## config.mk

```make
export PLATFORM = sky130hd
export DESIGN_NAME = pmic_i2c_slave_regs
export DESIGN_NICKNAME = d
export VERILOG_FILES = /design/src/pmic_regs_pkg.sv /design/src/pmic_i2c_slave_regs.sv
export SDC_FILE = /design/constraint.sdc
export NUM_CORES = 1
export LEC_CHECK = 0
export BUFFER_PORTS_ARGS = -buffer_cell sky130_fd_sc_hd__buf_2
export CAP_MARGIN = 20
export CORE_ASPECT_RATIO = 0.7
export CORE_MARGIN = 4
export CORE_UTILIZATION = 56
export CTS_BUF_LIST = sky130_fd_sc_hd__clkbuf_16
export DETAILED_ROUTE_END_ITERATION = 8
export PLACE_DENSITY = 0.8
export SYNTH_ARGS = -nofsm -noshare
export SYNTH_HDL_FRONTEND = slang
export SYNTH_SLANG_ARGS = --single-unit
```

## constraint.sdc

```tcl
create_clock -name i_clk -period 3.1 [get_ports i_clk]
set_clock_uncertainty 0.15 [all_clocks]
set_input_delay 0.31 -clock i_clk [delete_from_list [all_inputs] [get_ports i_clk]]
set_output_delay 0.31 -clock i_clk [all_outputs]
set_load 0.01 [all_outputs]
```

## src/pmic_regs_pkg.sv

```systemverilog
// constants, register map and link states of the two-wire register slave
// ****************************************************************************
// Operation
// - latch address select at supply rise
// - address held until core supply cycles
// - repeated start acts like start
// - ignore clock after stop or mismatch
// - bits msb first, stable while clock high
// - eight data bits plus acknowledge
// - acknowledge holds data low ninth clock
// - single write: pointer then data
// - repeated pointer/data pairs until stop
// - single read after pointer and restart
// - sequential read while master acknowledges
// - reset gives zeros, power good ones
// - setup registers: pwm, bank, pin config
// - port levels and two duty bytes
// - rail enable bit layout
// - shutdown keep mask, same layout; the code also drops bit 1 (BDh against BFh for rail)
// - mode register bit layout
// - set points: lockout plus six bits; the code keeps no lockout bit for the current set point (3Fh)
// - fault, overload, power good read only
// - identity: chip id and revision
// - clear command 01h clears, 00h rearms
// - slave only, up to 400 kHz
// - port write touches output pins only
// ****************************************************************************
`default_nettype none
package pmic_regs_pkg;
    localparam logic [7:0] ADDR_WR_LOW    = 8'h8E;
    localparam logic [7:0] ADDR_WR_HIGH   = 8'hCE;
    localparam logic [7:0] OFS_SETUP_LAST = 8'h03;
    localparam logic [7:0] OFS_LEVELS     = 8'h04;
    localparam logic [7:0] OFS_DUTY0      = 8'h05;
    localparam logic [7:0] OFS_DUTY1      = 8'h06;
    localparam logic [7:0] OFS_RAIL       = 8'h07;
    localparam logic [7:0] OFS_KEEP       = 8'h08;
    localparam logic [7:0] OFS_OPTS       = 8'h09;
    localparam logic [7:0] OFS_TRIM       = 8'h0A;
    localparam logic [7:0] OFS_CUR        = 8'h0B;
    localparam logic [7:0] OFS_VOLT       = 8'h0C;
    localparam logic [7:0] OFS_FAULT      = 8'h0D;
    localparam logic [7:0] OFS_OVER       = 8'h0E;
    localparam logic [7:0] OFS_PGOOD      = 8'h0F;
    localparam logic [7:0] OFS_IDENT      = 8'h10;
    localparam logic [7:0] OFS_CLEAR      = 8'h11;
    // used-bit masks; unused bits store and read as zero, except power good, which is FFh at reset and while cleared
    localparam logic [7:0] MASK_RAIL      = 8'hBF;
    localparam logic [7:0] MASK_KEEP      = 8'hBD;
    localparam logic [7:0] MASK_OPTS      = 8'hD9;
    localparam logic [7:0] MASK_SETPT     = 8'hBF;
    localparam logic [7:0] MASK_CUR       = 8'h3F;
    localparam logic [7:0] MASK_FAULT     = 8'hFB;
    localparam logic [7:0] MASK_RAILFLAG  = 8'hFD;
    localparam logic [7:0] RST_ZERO       = 8'h00;
    localparam logic [7:0] RST_PGOOD      = 8'hFF;
    localparam logic [7:0] CLEAR_CMD      = 8'h01;
    localparam logic [7:0] REARM_CMD      = 8'h00;
    // identity value is arbitrary
    localparam logic [7:0] IDENT_VALUE    = 8'h5A;
    localparam int         SCL_MAX_KHZ    = 400;
    localparam logic [3:0] BITS_PER_BYTE  = 4'h8;

    typedef enum logic [3:0] {
        LK_IDLE, LK_ADDR, LK_ADDR_ACK, LK_PTR, LK_PTR_ACK,
        LK_WDATA, LK_WDATA_ACK, LK_RDATA, LK_RACK, LK_RNEXT
    } link_state_t;
endpackage : pmic_regs_pkg
`default_nettype wire
```

## src/pmic_i2c_slave_regs.sv

```systemverilog
// two-wire slave with the power-management control and status registers
`timescale 1ns/1ps
`default_nettype none
module pmic_i2c_slave_regs (
    // clock and reset
    input  wire logic       i_clk,
    input  wire logic       i_rst_b,
    // serial bus pins
    input  wire logic       i_scl,
    input  wire logic       i_sda,
    output logic            o_sda_out,
    output logic            o_sda_oe,
    // address strap and supply status
    input  wire logic       i_addr_select_pin,
    input  wire logic       i_pin_bank_supply,
    // port pins and analogue status
    input  wire logic [7:0] i_port_pin_in,
    input  wire logic [7:0] i_fault_events,
    input  wire logic [7:0] i_overload_events,
    input  wire logic [7:0] i_power_good_flags,
    // register contents toward the analogue blocks
    output logic [7:0]      o_port_pins_0_1_setup,
    output logic [7:0]      o_port_pins_2_3_setup,
    output logic [7:0]      o_port_pins_4_5_setup,
    output logic [7:0]      o_port_pins_6_7_setup,
    output logic [7:0]      o_port_pin_levels,
    output logic [7:0]      o_duty_bank_zero,
    output logic [7:0]      o_duty_bank_one,
    output logic [7:0]      o_rail_switch_control,
    output logic [7:0]      o_power_fail_keep_mask,
    output logic [7:0]      o_operating_options,
    output logic [7:0]      o_trim_rail_setpoint,
    output logic [7:0]      o_step_up_current_setpoint,
    output logic [7:0]      o_step_up_voltage_setpoint,
    output logic [7:0]      o_fault_clear_cmd,
    output logic            o_fault_alert_out_b
);
    typedef struct packed {
        pmic_regs_pkg::link_state_t st;
        logic [3:0]      bitcnt;
        logic [7:0]      shreg;
        logic [7:0]      ptr;
        logic            rw;
        logic            sda_oe;
        logic            scl_s1, scl_s2, scl_s3;
        logic            sda_s1, sda_s2, sda_s3;
        logic            asel_s1, asel_s2;
        logic            sup_s1, sup_s2, sup_s3;
        logic            addr_sel;
        logic            addr_done;
        logic [7:0]      pin_s1, pin_s2;
        logic [3:0][7:0] cfg;
        logic [7:0]      levels, duty0, duty1, rail, keep, opts;
        logic [7:0]      trim, cur, volt, fault, over, pgood, clr;
        logic            alert_b;
    } state_t;

    state_t q, d;
    logic       scl_rise, scl_fall, start_c, stop_c, wr_en;
    logic [7:0] rd_byte;

    // ************************************************************
    // helpers
    // ************************************************************
    // a pin is an output whenever its two config bits are not 00
    function automatic logic [7:0] out_mask(input logic [3:0][7:0] cfg);
        logic [7:0] m;
        m = 8'h00;
        for (int k = 0; k < 4; k++) begin
            m[2*k]   = |cfg[k][1:0];
            m[2*k+1] = |cfg[k][5:4];
        end
        return m;
    endfunction : out_mask

    function automatic logic [7:0] reg_read(input state_t s, input logic [7:0] a);
        logic [7:0] om;
        om = out_mask(s.cfg);
        case (a)
            8'h00, 8'h01, 8'h02, 8'h03: reg_read = s.cfg[a[1:0]];
            pmic_regs_pkg::OFS_LEVELS:  reg_read = (s.levels & om) | (s.pin_s2 & ~om);
            pmic_regs_pkg::OFS_DUTY0:   reg_read = s.duty0;
            pmic_regs_pkg::OFS_DUTY1:   reg_read = s.duty1;
            pmic_regs_pkg::OFS_RAIL:    reg_read = s.rail;
            pmic_regs_pkg::OFS_KEEP:    reg_read = s.keep;
            pmic_regs_pkg::OFS_OPTS:    reg_read = s.opts;
            pmic_regs_pkg::OFS_TRIM:    reg_read = s.trim;
            pmic_regs_pkg::OFS_CUR:     reg_read = s.cur;
            pmic_regs_pkg::OFS_VOLT:    reg_read = s.volt;
            pmic_regs_pkg::OFS_FAULT:   reg_read = s.fault;
            pmic_regs_pkg::OFS_OVER:    reg_read = s.over;
            pmic_regs_pkg::OFS_PGOOD:   reg_read = s.pgood;
            pmic_regs_pkg::OFS_IDENT:   reg_read = pmic_regs_pkg::IDENT_VALUE;
            default:                    reg_read = 8'h00;
        endcase
    endfunction : reg_read

    // ************************************************************
    // next state
    // ************************************************************
    always_comb begin
        d = q;
        wr_en = 1'b0;
        rd_byte = reg_read(q, q.ptr);
        // the second stage of each synchroniser gives the level; scl, sda and supply edges compare it with the third
        d.scl_s1 = i_scl;
        d.scl_s2 = q.scl_s1;
        d.scl_s3 = q.scl_s2;
        d.sda_s1 = i_sda;
        d.sda_s2 = q.sda_s1;
        d.sda_s3 = q.sda_s2;
        d.asel_s1 = i_addr_select_pin;
        d.asel_s2 = q.asel_s1;
        d.sup_s1 = i_pin_bank_supply;
        d.sup_s2 = q.sup_s1;
        d.sup_s3 = q.sup_s2;
        d.pin_s1 = i_port_pin_in;
        d.pin_s2 = q.pin_s1;
        scl_rise = q.scl_s2 & ~q.scl_s3;
        scl_fall = ~q.scl_s2 & q.scl_s3;
        start_c  = q.scl_s2 & q.scl_s3 & ~q.sda_s2 & q.sda_s3;
        stop_c   = q.scl_s2 & q.scl_s3 & q.sda_s2 & ~q.sda_s3;

        // strap caught once, on the first supply rise after core reset
        if (q.sup_s2 && !q.sup_s3 && !q.addr_done) begin
            d.addr_sel  = q.asel_s2;
            d.addr_done = 1'b1;
        end

        // slave only: scl is never driven, sampled fast enough for 400 kHz
        if (start_c) begin
            d.st     = q.addr_done ? pmic_regs_pkg::LK_ADDR : pmic_regs_pkg::LK_IDLE;
            d.bitcnt = 4'h0;
            d.sda_oe = 1'b0;
        end else if (stop_c) begin
            d.st     = pmic_regs_pkg::LK_IDLE;
            d.sda_oe = 1'b0;
        end else begin
            case (q.st)
                pmic_regs_pkg::LK_IDLE: begin
                    d.sda_oe = 1'b0;
                end
                pmic_regs_pkg::LK_ADDR, pmic_regs_pkg::LK_PTR, pmic_regs_pkg::LK_WDATA: begin
                    if (scl_rise) begin
                        d.shreg  = {q.shreg[6:0], q.sda_s2};
                        d.bitcnt = q.bitcnt + 4'h1;
                    end else if (scl_fall && q.bitcnt == pmic_regs_pkg::BITS_PER_BYTE) begin
                        d.bitcnt = 4'h0;
                        d.sda_oe = 1'b1;
                        if (q.st == pmic_regs_pkg::LK_ADDR) begin
                            if (q.shreg[7:1] == (q.addr_sel ? pmic_regs_pkg::ADDR_WR_HIGH[7:1]
                                                            : pmic_regs_pkg::ADDR_WR_LOW[7:1])) begin
                                d.rw = q.shreg[0];
                                d.st = pmic_regs_pkg::LK_ADDR_ACK;
                            end else begin
                                d.sda_oe = 1'b0;
                                d.st     = pmic_regs_pkg::LK_IDLE;
                            end
                        end else if (q.st == pmic_regs_pkg::LK_PTR) begin
                            d.ptr = q.shreg;
                            d.st  = pmic_regs_pkg::LK_PTR_ACK;
                        end else begin
                            wr_en = 1'b1;
                            d.st  = pmic_regs_pkg::LK_WDATA_ACK;
                        end
                    end
                end
                pmic_regs_pkg::LK_ADDR_ACK, pmic_regs_pkg::LK_RNEXT: begin
                    if (scl_fall) begin
                        if (q.st == pmic_regs_pkg::LK_RNEXT || q.rw) begin
                            d.shreg  = rd_byte;
                            d.ptr    = q.ptr + 8'h01;
                            d.sda_oe = ~rd_byte[7];
                            d.bitcnt = 4'h1;
                            d.st     = pmic_regs_pkg::LK_RDATA;
                        end else begin
                            d.sda_oe = 1'b0;
                            d.st     = pmic_regs_pkg::LK_PTR;
                        end
                    end
                end
                pmic_regs_pkg::LK_PTR_ACK: begin
                    if (scl_fall) begin
                        d.sda_oe = 1'b0;
                        d.st     = pmic_regs_pkg::LK_WDATA;
                    end
                end
                pmic_regs_pkg::LK_WDATA_ACK: begin
                    if (scl_fall) begin
                        d.sda_oe = 1'b0;
                        d.st     = pmic_regs_pkg::LK_PTR;
                    end
                end
                pmic_regs_pkg::LK_RDATA: begin
                    if (scl_fall) begin
                        if (q.bitcnt == pmic_regs_pkg::BITS_PER_BYTE) begin
                            d.sda_oe = 1'b0;
                            d.st     = pmic_regs_pkg::LK_RACK;
                        end else begin
                            d.shreg  = {q.shreg[6:0], 1'b0};
                            d.sda_oe = ~q.shreg[6];
                            d.bitcnt = q.bitcnt + 4'h1;
                        end
                    end
                end
                pmic_regs_pkg::LK_RACK: begin
                    if (scl_rise) begin
                        d.st = q.sda_s2 ? pmic_regs_pkg::LK_IDLE : pmic_regs_pkg::LK_RNEXT;
                    end
                end
                default: begin
                    d.st     = pmic_regs_pkg::LK_IDLE;
                    d.sda_oe = 1'b0;
                end
            endcase
        end

        // ************************************************************
        // register writes
        // ************************************************************
        if (wr_en) begin
            case (q.ptr)
                8'h00, 8'h01, 8'h02, 8'h03: d.cfg[q.ptr[1:0]] = q.shreg;
                pmic_regs_pkg::OFS_LEVELS: d.levels = (q.levels & ~out_mask(q.cfg))
                                                    | (q.shreg & out_mask(q.cfg));
                pmic_regs_pkg::OFS_DUTY0: d.duty0 = q.shreg;
                pmic_regs_pkg::OFS_DUTY1: d.duty1 = q.shreg;
                pmic_regs_pkg::OFS_RAIL:  d.rail  = q.shreg & pmic_regs_pkg::MASK_RAIL;
                pmic_regs_pkg::OFS_KEEP:  d.keep  = q.shreg & pmic_regs_pkg::MASK_KEEP;
                pmic_regs_pkg::OFS_OPTS:  d.opts  = q.shreg & pmic_regs_pkg::MASK_OPTS;
                pmic_regs_pkg::OFS_TRIM:  d.trim  = q.shreg & pmic_regs_pkg::MASK_SETPT;
                pmic_regs_pkg::OFS_CUR:   d.cur   = q.shreg & pmic_regs_pkg::MASK_CUR;
                pmic_regs_pkg::OFS_VOLT:  d.volt  = q.shreg & pmic_regs_pkg::MASK_SETPT;
                pmic_regs_pkg::OFS_CLEAR: d.clr   = q.shreg;
                default: ;
            endcase
        end

        // ************************************************************
        // fault capture
        // ************************************************************
        // clear command holds fault and overload clear and power good at FFh; detection only while 00h
        if (q.clr == pmic_regs_pkg::CLEAR_CMD) begin
            d.fault = pmic_regs_pkg::RST_ZERO;
            d.over  = pmic_regs_pkg::RST_ZERO;
            d.pgood = pmic_regs_pkg::RST_PGOOD;
        end else if (q.clr == pmic_regs_pkg::REARM_CMD) begin
            d.fault = q.fault | (i_fault_events & pmic_regs_pkg::MASK_FAULT);
            d.over  = q.over | (i_overload_events & pmic_regs_pkg::MASK_RAILFLAG);
            d.pgood = i_power_good_flags & pmic_regs_pkg::MASK_RAILFLAG;
        end
        d.alert_b = ~(|d.fault | |d.over);
    end

    always_ff @(posedge i_clk) begin
        if (!i_rst_b) begin
            q         <= '0;
            q.st      <= pmic_regs_pkg::LK_IDLE;
            q.pgood   <= pmic_regs_pkg::RST_PGOOD;
            q.alert_b <= 1'b1;
            q.scl_s1  <= 1'b1;
            q.scl_s2  <= 1'b1;
            q.scl_s3  <= 1'b1;
            q.sda_s1  <= 1'b1;
            q.sda_s2  <= 1'b1;
            q.sda_s3  <= 1'b1;
        end else begin
            q <= d;
        end
    end

    // ************************************************************
    // outputs
    // ************************************************************
    assign o_sda_out                  = 1'b0;
    assign o_sda_oe                   = q.sda_oe;
    assign o_port_pins_0_1_setup      = q.cfg[0];
    assign o_port_pins_2_3_setup      = q.cfg[1];
    assign o_port_pins_4_5_setup      = q.cfg[2];
    assign o_port_pins_6_7_setup      = q.cfg[3];
    assign o_port_pin_levels          = q.levels;
    assign o_duty_bank_zero           = q.duty0;
    assign o_duty_bank_one            = q.duty1;
    assign o_rail_switch_control      = q.rail;
    assign o_power_fail_keep_mask     = q.keep;
    assign o_operating_options        = q.opts;
    assign o_trim_rail_setpoint       = q.trim;
    assign o_step_up_current_setpoint = q.cur;
    assign o_step_up_voltage_setpoint = q.volt;
    assign o_fault_clear_cmd          = q.clr;
    assign o_fault_alert_out_b        = q.alert_b;

    // ************************************************************
    // checks
    // ************************************************************
    // each property reads registered state, so it trails the next-state logic by a clock
    a_addr_value: assert property (@(posedge i_clk) disable iff (!i_rst_b)
        $rose(q.addr_done) |-> q.addr_sel == $past(q.asel_s2))
        else $error("address strap not latched");
    a_addr_hold: assert property (@(posedge i_clk) disable iff (!i_rst_b)
        $past(q.addr_done) |-> q.addr_done && $stable(q.addr_sel))
        else $error("latched address changed");
    a_start_addr: assert property (@(posedge i_clk) disable iff (!i_rst_b)
        (start_c && q.addr_done) |=> q.st == pmic_regs_pkg::LK_ADDR && q.bitcnt == 4'h0)
        else $error("start not taken");
    a_stop_idle: assert property (@(posedge i_clk) disable iff (!i_rst_b)
        (stop_c && !start_c) |=> q.st == pmic_regs_pkg::LK_IDLE && !q.sda_oe)
        else $error("stop did not idle the link");
    a_nine_bits: assert property (@(posedge i_clk) disable iff (!i_rst_b)
        q.bitcnt <= pmic_regs_pkg::BITS_PER_BYTE)
        else $error("bit count past eight");
    a_ack_drive: assert property (@(posedge i_clk) disable iff (!i_rst_b)
        (q.st == pmic_regs_pkg::LK_PTR_ACK || q.st == pmic_regs_pkg::LK_WDATA_ACK) |-> q.sda_oe)
        else $error("acknowledge not driven");
    a_port_inputs: assert property (@(posedge i_clk) disable iff (!i_rst_b)
        (wr_en && q.ptr == pmic_regs_pkg::OFS_LEVELS) |=>
        ((q.levels ^ $past(q.levels)) & ~out_mask(q.cfg)) == 8'h00)
        else $error("input pin level written");
    a_clear_faults: assert property (@(posedge i_clk) disable iff (!i_rst_b)
        q.clr == pmic_regs_pkg::CLEAR_CMD |=> q.fault == 8'h00 && q.over == 8'h00 && q.alert_b)
        else $error("clear command did not clear");
    a_clear_pgood: assert property (@(posedge i_clk) disable iff (!i_rst_b)
        q.clr == pmic_regs_pkg::CLEAR_CMD |=> q.pgood == pmic_regs_pkg::RST_PGOOD)
        else $error("power good not set by clear");
    a_sda_idle: assert property (@(posedge i_clk) disable iff (!i_rst_b)
        q.st == pmic_regs_pkg::LK_IDLE |-> !q.sda_oe)
        else $error("data line driven while idle");
    a_read_first: assert property (@(posedge i_clk) disable iff (!i_rst_b)
        (q.st == pmic_regs_pkg::LK_ADDR_ACK && q.rw && scl_fall && !start_c && !stop_c) |=>
        q.st == pmic_regs_pkg::LK_RDATA && q.shreg == $past(rd_byte) && q.sda_oe != q.shreg[7])
        else $error("first read byte not loaded");
    a_unused_zero: assert property (@(posedge i_clk) disable iff (!i_rst_b)
        (q.rail & ~pmic_regs_pkg::MASK_RAIL) == 8'h00 && (q.keep & ~pmic_regs_pkg::MASK_KEEP) == 8'h00
        && (q.opts & ~pmic_regs_pkg::MASK_OPTS) == 8'h00 && (q.trim & ~pmic_regs_pkg::MASK_SETPT) == 8'h00
        && (q.cur & ~pmic_regs_pkg::MASK_CUR) == 8'h00 && (q.volt & ~pmic_regs_pkg::MASK_SETPT) == 8'h00)
        else $error("unused bit stored");
    a_pgood_reset: assert property (@(posedge i_clk) disable iff (!i_rst_b)
        $past(!i_rst_b) |-> q.pgood == pmic_regs_pkg::RST_PGOOD && q.rail == 8'h00)
        else $error("bad reset value");
    a_read_inc: assert property (@(posedge i_clk) disable iff (!i_rst_b)
        (q.st == pmic_regs_pkg::LK_RNEXT && scl_fall && !start_c && !stop_c) |=>
        q.ptr == $past(q.ptr) + 8'h01 && q.st == pmic_regs_pkg::LK_RDATA)
        else $error("read pointer not advanced");
endmodule : pmic_i2c_slave_regs
`default_nettype wire

```

==> results.md <==
- Worst Hold Class: in2reg
- H-Tree Depth: 4
- Share of post-route cells with drive strength above 1: 20.9%
- Yosys top cell by area: dfxtp_1
- Post-synth top area share: 41.0%
- Pwr Density: 489 mW/mm^2
- Synth warnings: 0
- Layout Cells excl Fill: 1,296
- WL final: 26,200 microns
- Total power: 4.83 mW
- Post-synthesis cell count: 1,034
- Clock Sinks: 182
- Post-synthesis cell area: 0.00888 sq mm
- Final Setup Violations: 0
- Peak supply drop: 0.347 mV
- Slew HR: 41.2%
- Vias in the first global route: 7,157
- Largest net degree at the start of global routing: 83
- Hold slack: 198 ps
- Top cells by count, synth: dfxtp_1, nand3_1, o21ai_0
- Initial antenna violation count: 0
- CP arrival: 2940 ps
- Die X: 159 microns
- Crit-path max FO: 9
- # nets final: 1,127
- First-pass iteration count of the detailed router: 6
- Startpoint Class: flop
- Max-cap viol count: 0
- F_max: 365 MHz
- Routed Antenna Nets: 0
- CTS root buf: clkbuf_16
- CP Capture Type: flop
- Met2 WL: 10,900 microns
- Top-count cell post-synth: dfxtp_1
- Initial core utilization: 57.3%
- Via/cell ratio: 6.19
- GRT Overall Usage: 28.9%
- First-pass GRT wire length: 40,800 microns
- Die footprint: 0.0180 sq mm
- Top post-synthesis cells by area: dfxtp_1, buf_4, nand3_1, o21ai_0, nand2_1
- Overflow after GRT: 0
- Slew @ Worst Pin: 875 ps
- Core footprint: 0.0155 sq mm
- Dpl cells: 1,231
- Clk_lat worst skew: 440 ps
- DR vias: 8,026
- I/O Buffers: 138
- Clock transition at path regs: 70 ps
- RSZ-0062 raised after global routing: false
- Routability Congestion: 0.981
- TNS Setup: 0 ps
- Fill count: 1,332
- Max-slew violations: 0
- DR DRC count: 0
- Post-synthesis sequential area ratio: 41.0%
- Synth Register Bits: 182
- LEAKAGE: 4.07 nW
- Worst endpoint required time: 3290 ps
- Uppermost layer routed: met4
- 1st-iter DRT viols: 1,301
- Post-synth EDFFs: 0
- Tcrit/Tclk final: 88.5%
- Time the worst path needs with I/O delays and setup: 2740 ps
- Met1 wire length: 11,500 microns
- Num rows: 38
- WL/cell: 20.2 microns
- WL met3: 3360 microns
- Clock buffer count from CTS: 17
- IO Pins: 153
- CP Class: reg2reg
- Syn Area/Cell: 8.59 sq um
- Most used DFF post-synth: dfxtp_1
- Final hold vios: 0
- CTS tree: built
- ANT cells: 0
- HPWL Detailed: 18,100 microns
- Area growth syn-to-layout: 11.3%
- Async set-reset flop share out of synthesis: 0%
- Clock buffer depth: 2
- Status: complete, no violations
- Post-synthesis cell type count: 69
- Die Height: 113 microns
placed cells by master, fill, tap and decap left out, drive strengths merged, types with 8 or more instances in the layout:
cell           n
dfxtp        182
buf          173
o21ai        119
nand3        118
nand2         58
nor2          43
a21oi         38
dlygate4sd3   33
and2          26
nor2b         25
inv           22
a22oi         20
clkbuf        17
mux2i         15
nand2b        13
nor4          13
conb          11
o31ai         10
nor3          10
a31oi          9
a221o          9
a22o           8
mux4           8
o211ai         8
cell families (layout without fill, tap and decap cells):
logic type / count (synthesis) / count (layout) / share of synthesized area, %
flops: 182 / 182 / 41.0
other cells: 1 / 11 / 0.0422
buf+inv: 198 / 250 / 13.5
fa+ha+maj: 6 / 6 / 0.845
compound gates: 271 / 271 / 19.4
simple gates: 342 / 342 / 20.2
xor+xnor: 4 / 4 / 0.395
mux: 30 / 30 / 4.61
sequential cells by signal (all words and copies together) (netlist names), 5 cells and up, named ones only:
register,count
o_operating_options,5
d,15
o_rail_switch_control,7
o_port_pins_4_5_setup,8
o_port_pins_0_1_setup,8
o_port_pins_2_3_setup,8
o_duty_bank_one,8
o_trim_rail_setpoint,7
o_duty_bank_zero,8
q,63
o_step_up_current_setpoint,6
o_step_up_voltage_setpoint,7
o_power_fail_keep_mask,6
o_port_pins_6_7_setup,8
o_fault_clear_cmd,8
critical path, cell delays in order, from the launching register on:
cell       delay, ps
dfxtp_1          420
inv_1            120
ha_1             320
buf_4            220
a222oi_1         370
a2bb2oi_1        230
nand3_1          180
or3_1            390
a211oi_1         260
power by group:
part | total (mW) | switching [mW] | internal, mW
clock | 2.14 | 1.01 | 1.13
combinational | 0.256 | 0.150 | 0.106
sequential | 2.44 | 0.0535 | 2.39
total | 4.83 | 1.21 | 3.62
per-stage QoR:
stage	utilization (%)	cell area [sq um]	worst slack, ps
after floorplan	-	8920	322
after global placement	58.0	8990	510
after detailed placement	58.0	8990	444
after CTS	63.8	9890	421
after global routing	63.8	9890	175
final	63.8	9890	358
timing repair:
action,4_1_cts,5_1_grt
hold endpoints to repair,33,0
hold buffers,33,0
resized for setup,0,0
buffers inserted,0,0
area by class of cell:
type / count / area, sq um / area share, %
inverter: 12 / 45.0 / 0.456
multi-input combinational: 664 / 4080 / 41.3
clock inverter: 15 / 145 / 1.47
sequential: 182 / 3640 / 36.8
timing repair buffer: 206 / 1300 / 13.1
tap: 200 / 250 / 2.53
clock buffer: 17 / 425 / 4.30
routing by layer:
metal  vias up  track usage [%]
met1      3772             43.2
met4         0             7.84
met5         -                0
met2       489             40.7
met3        47             8.41
li1       3718                -
path summary, 6_finish.rpt:
| kind | from | endpoint | slack [ps] | cells after the start |
|---|---|---|---|---|
| worst max-delay path | q[169] | o_sda_oe | 360 | 8 |
| worst min-delay path | i_rst_b | d[164] | 200 | 2 |
| worst max register to register | q[169] | o_sda_oe | 360 | 8 |
| worst min register to register | d[161] | d[160] | 260 | 1 |
Power figures use the tool's default switching activity.
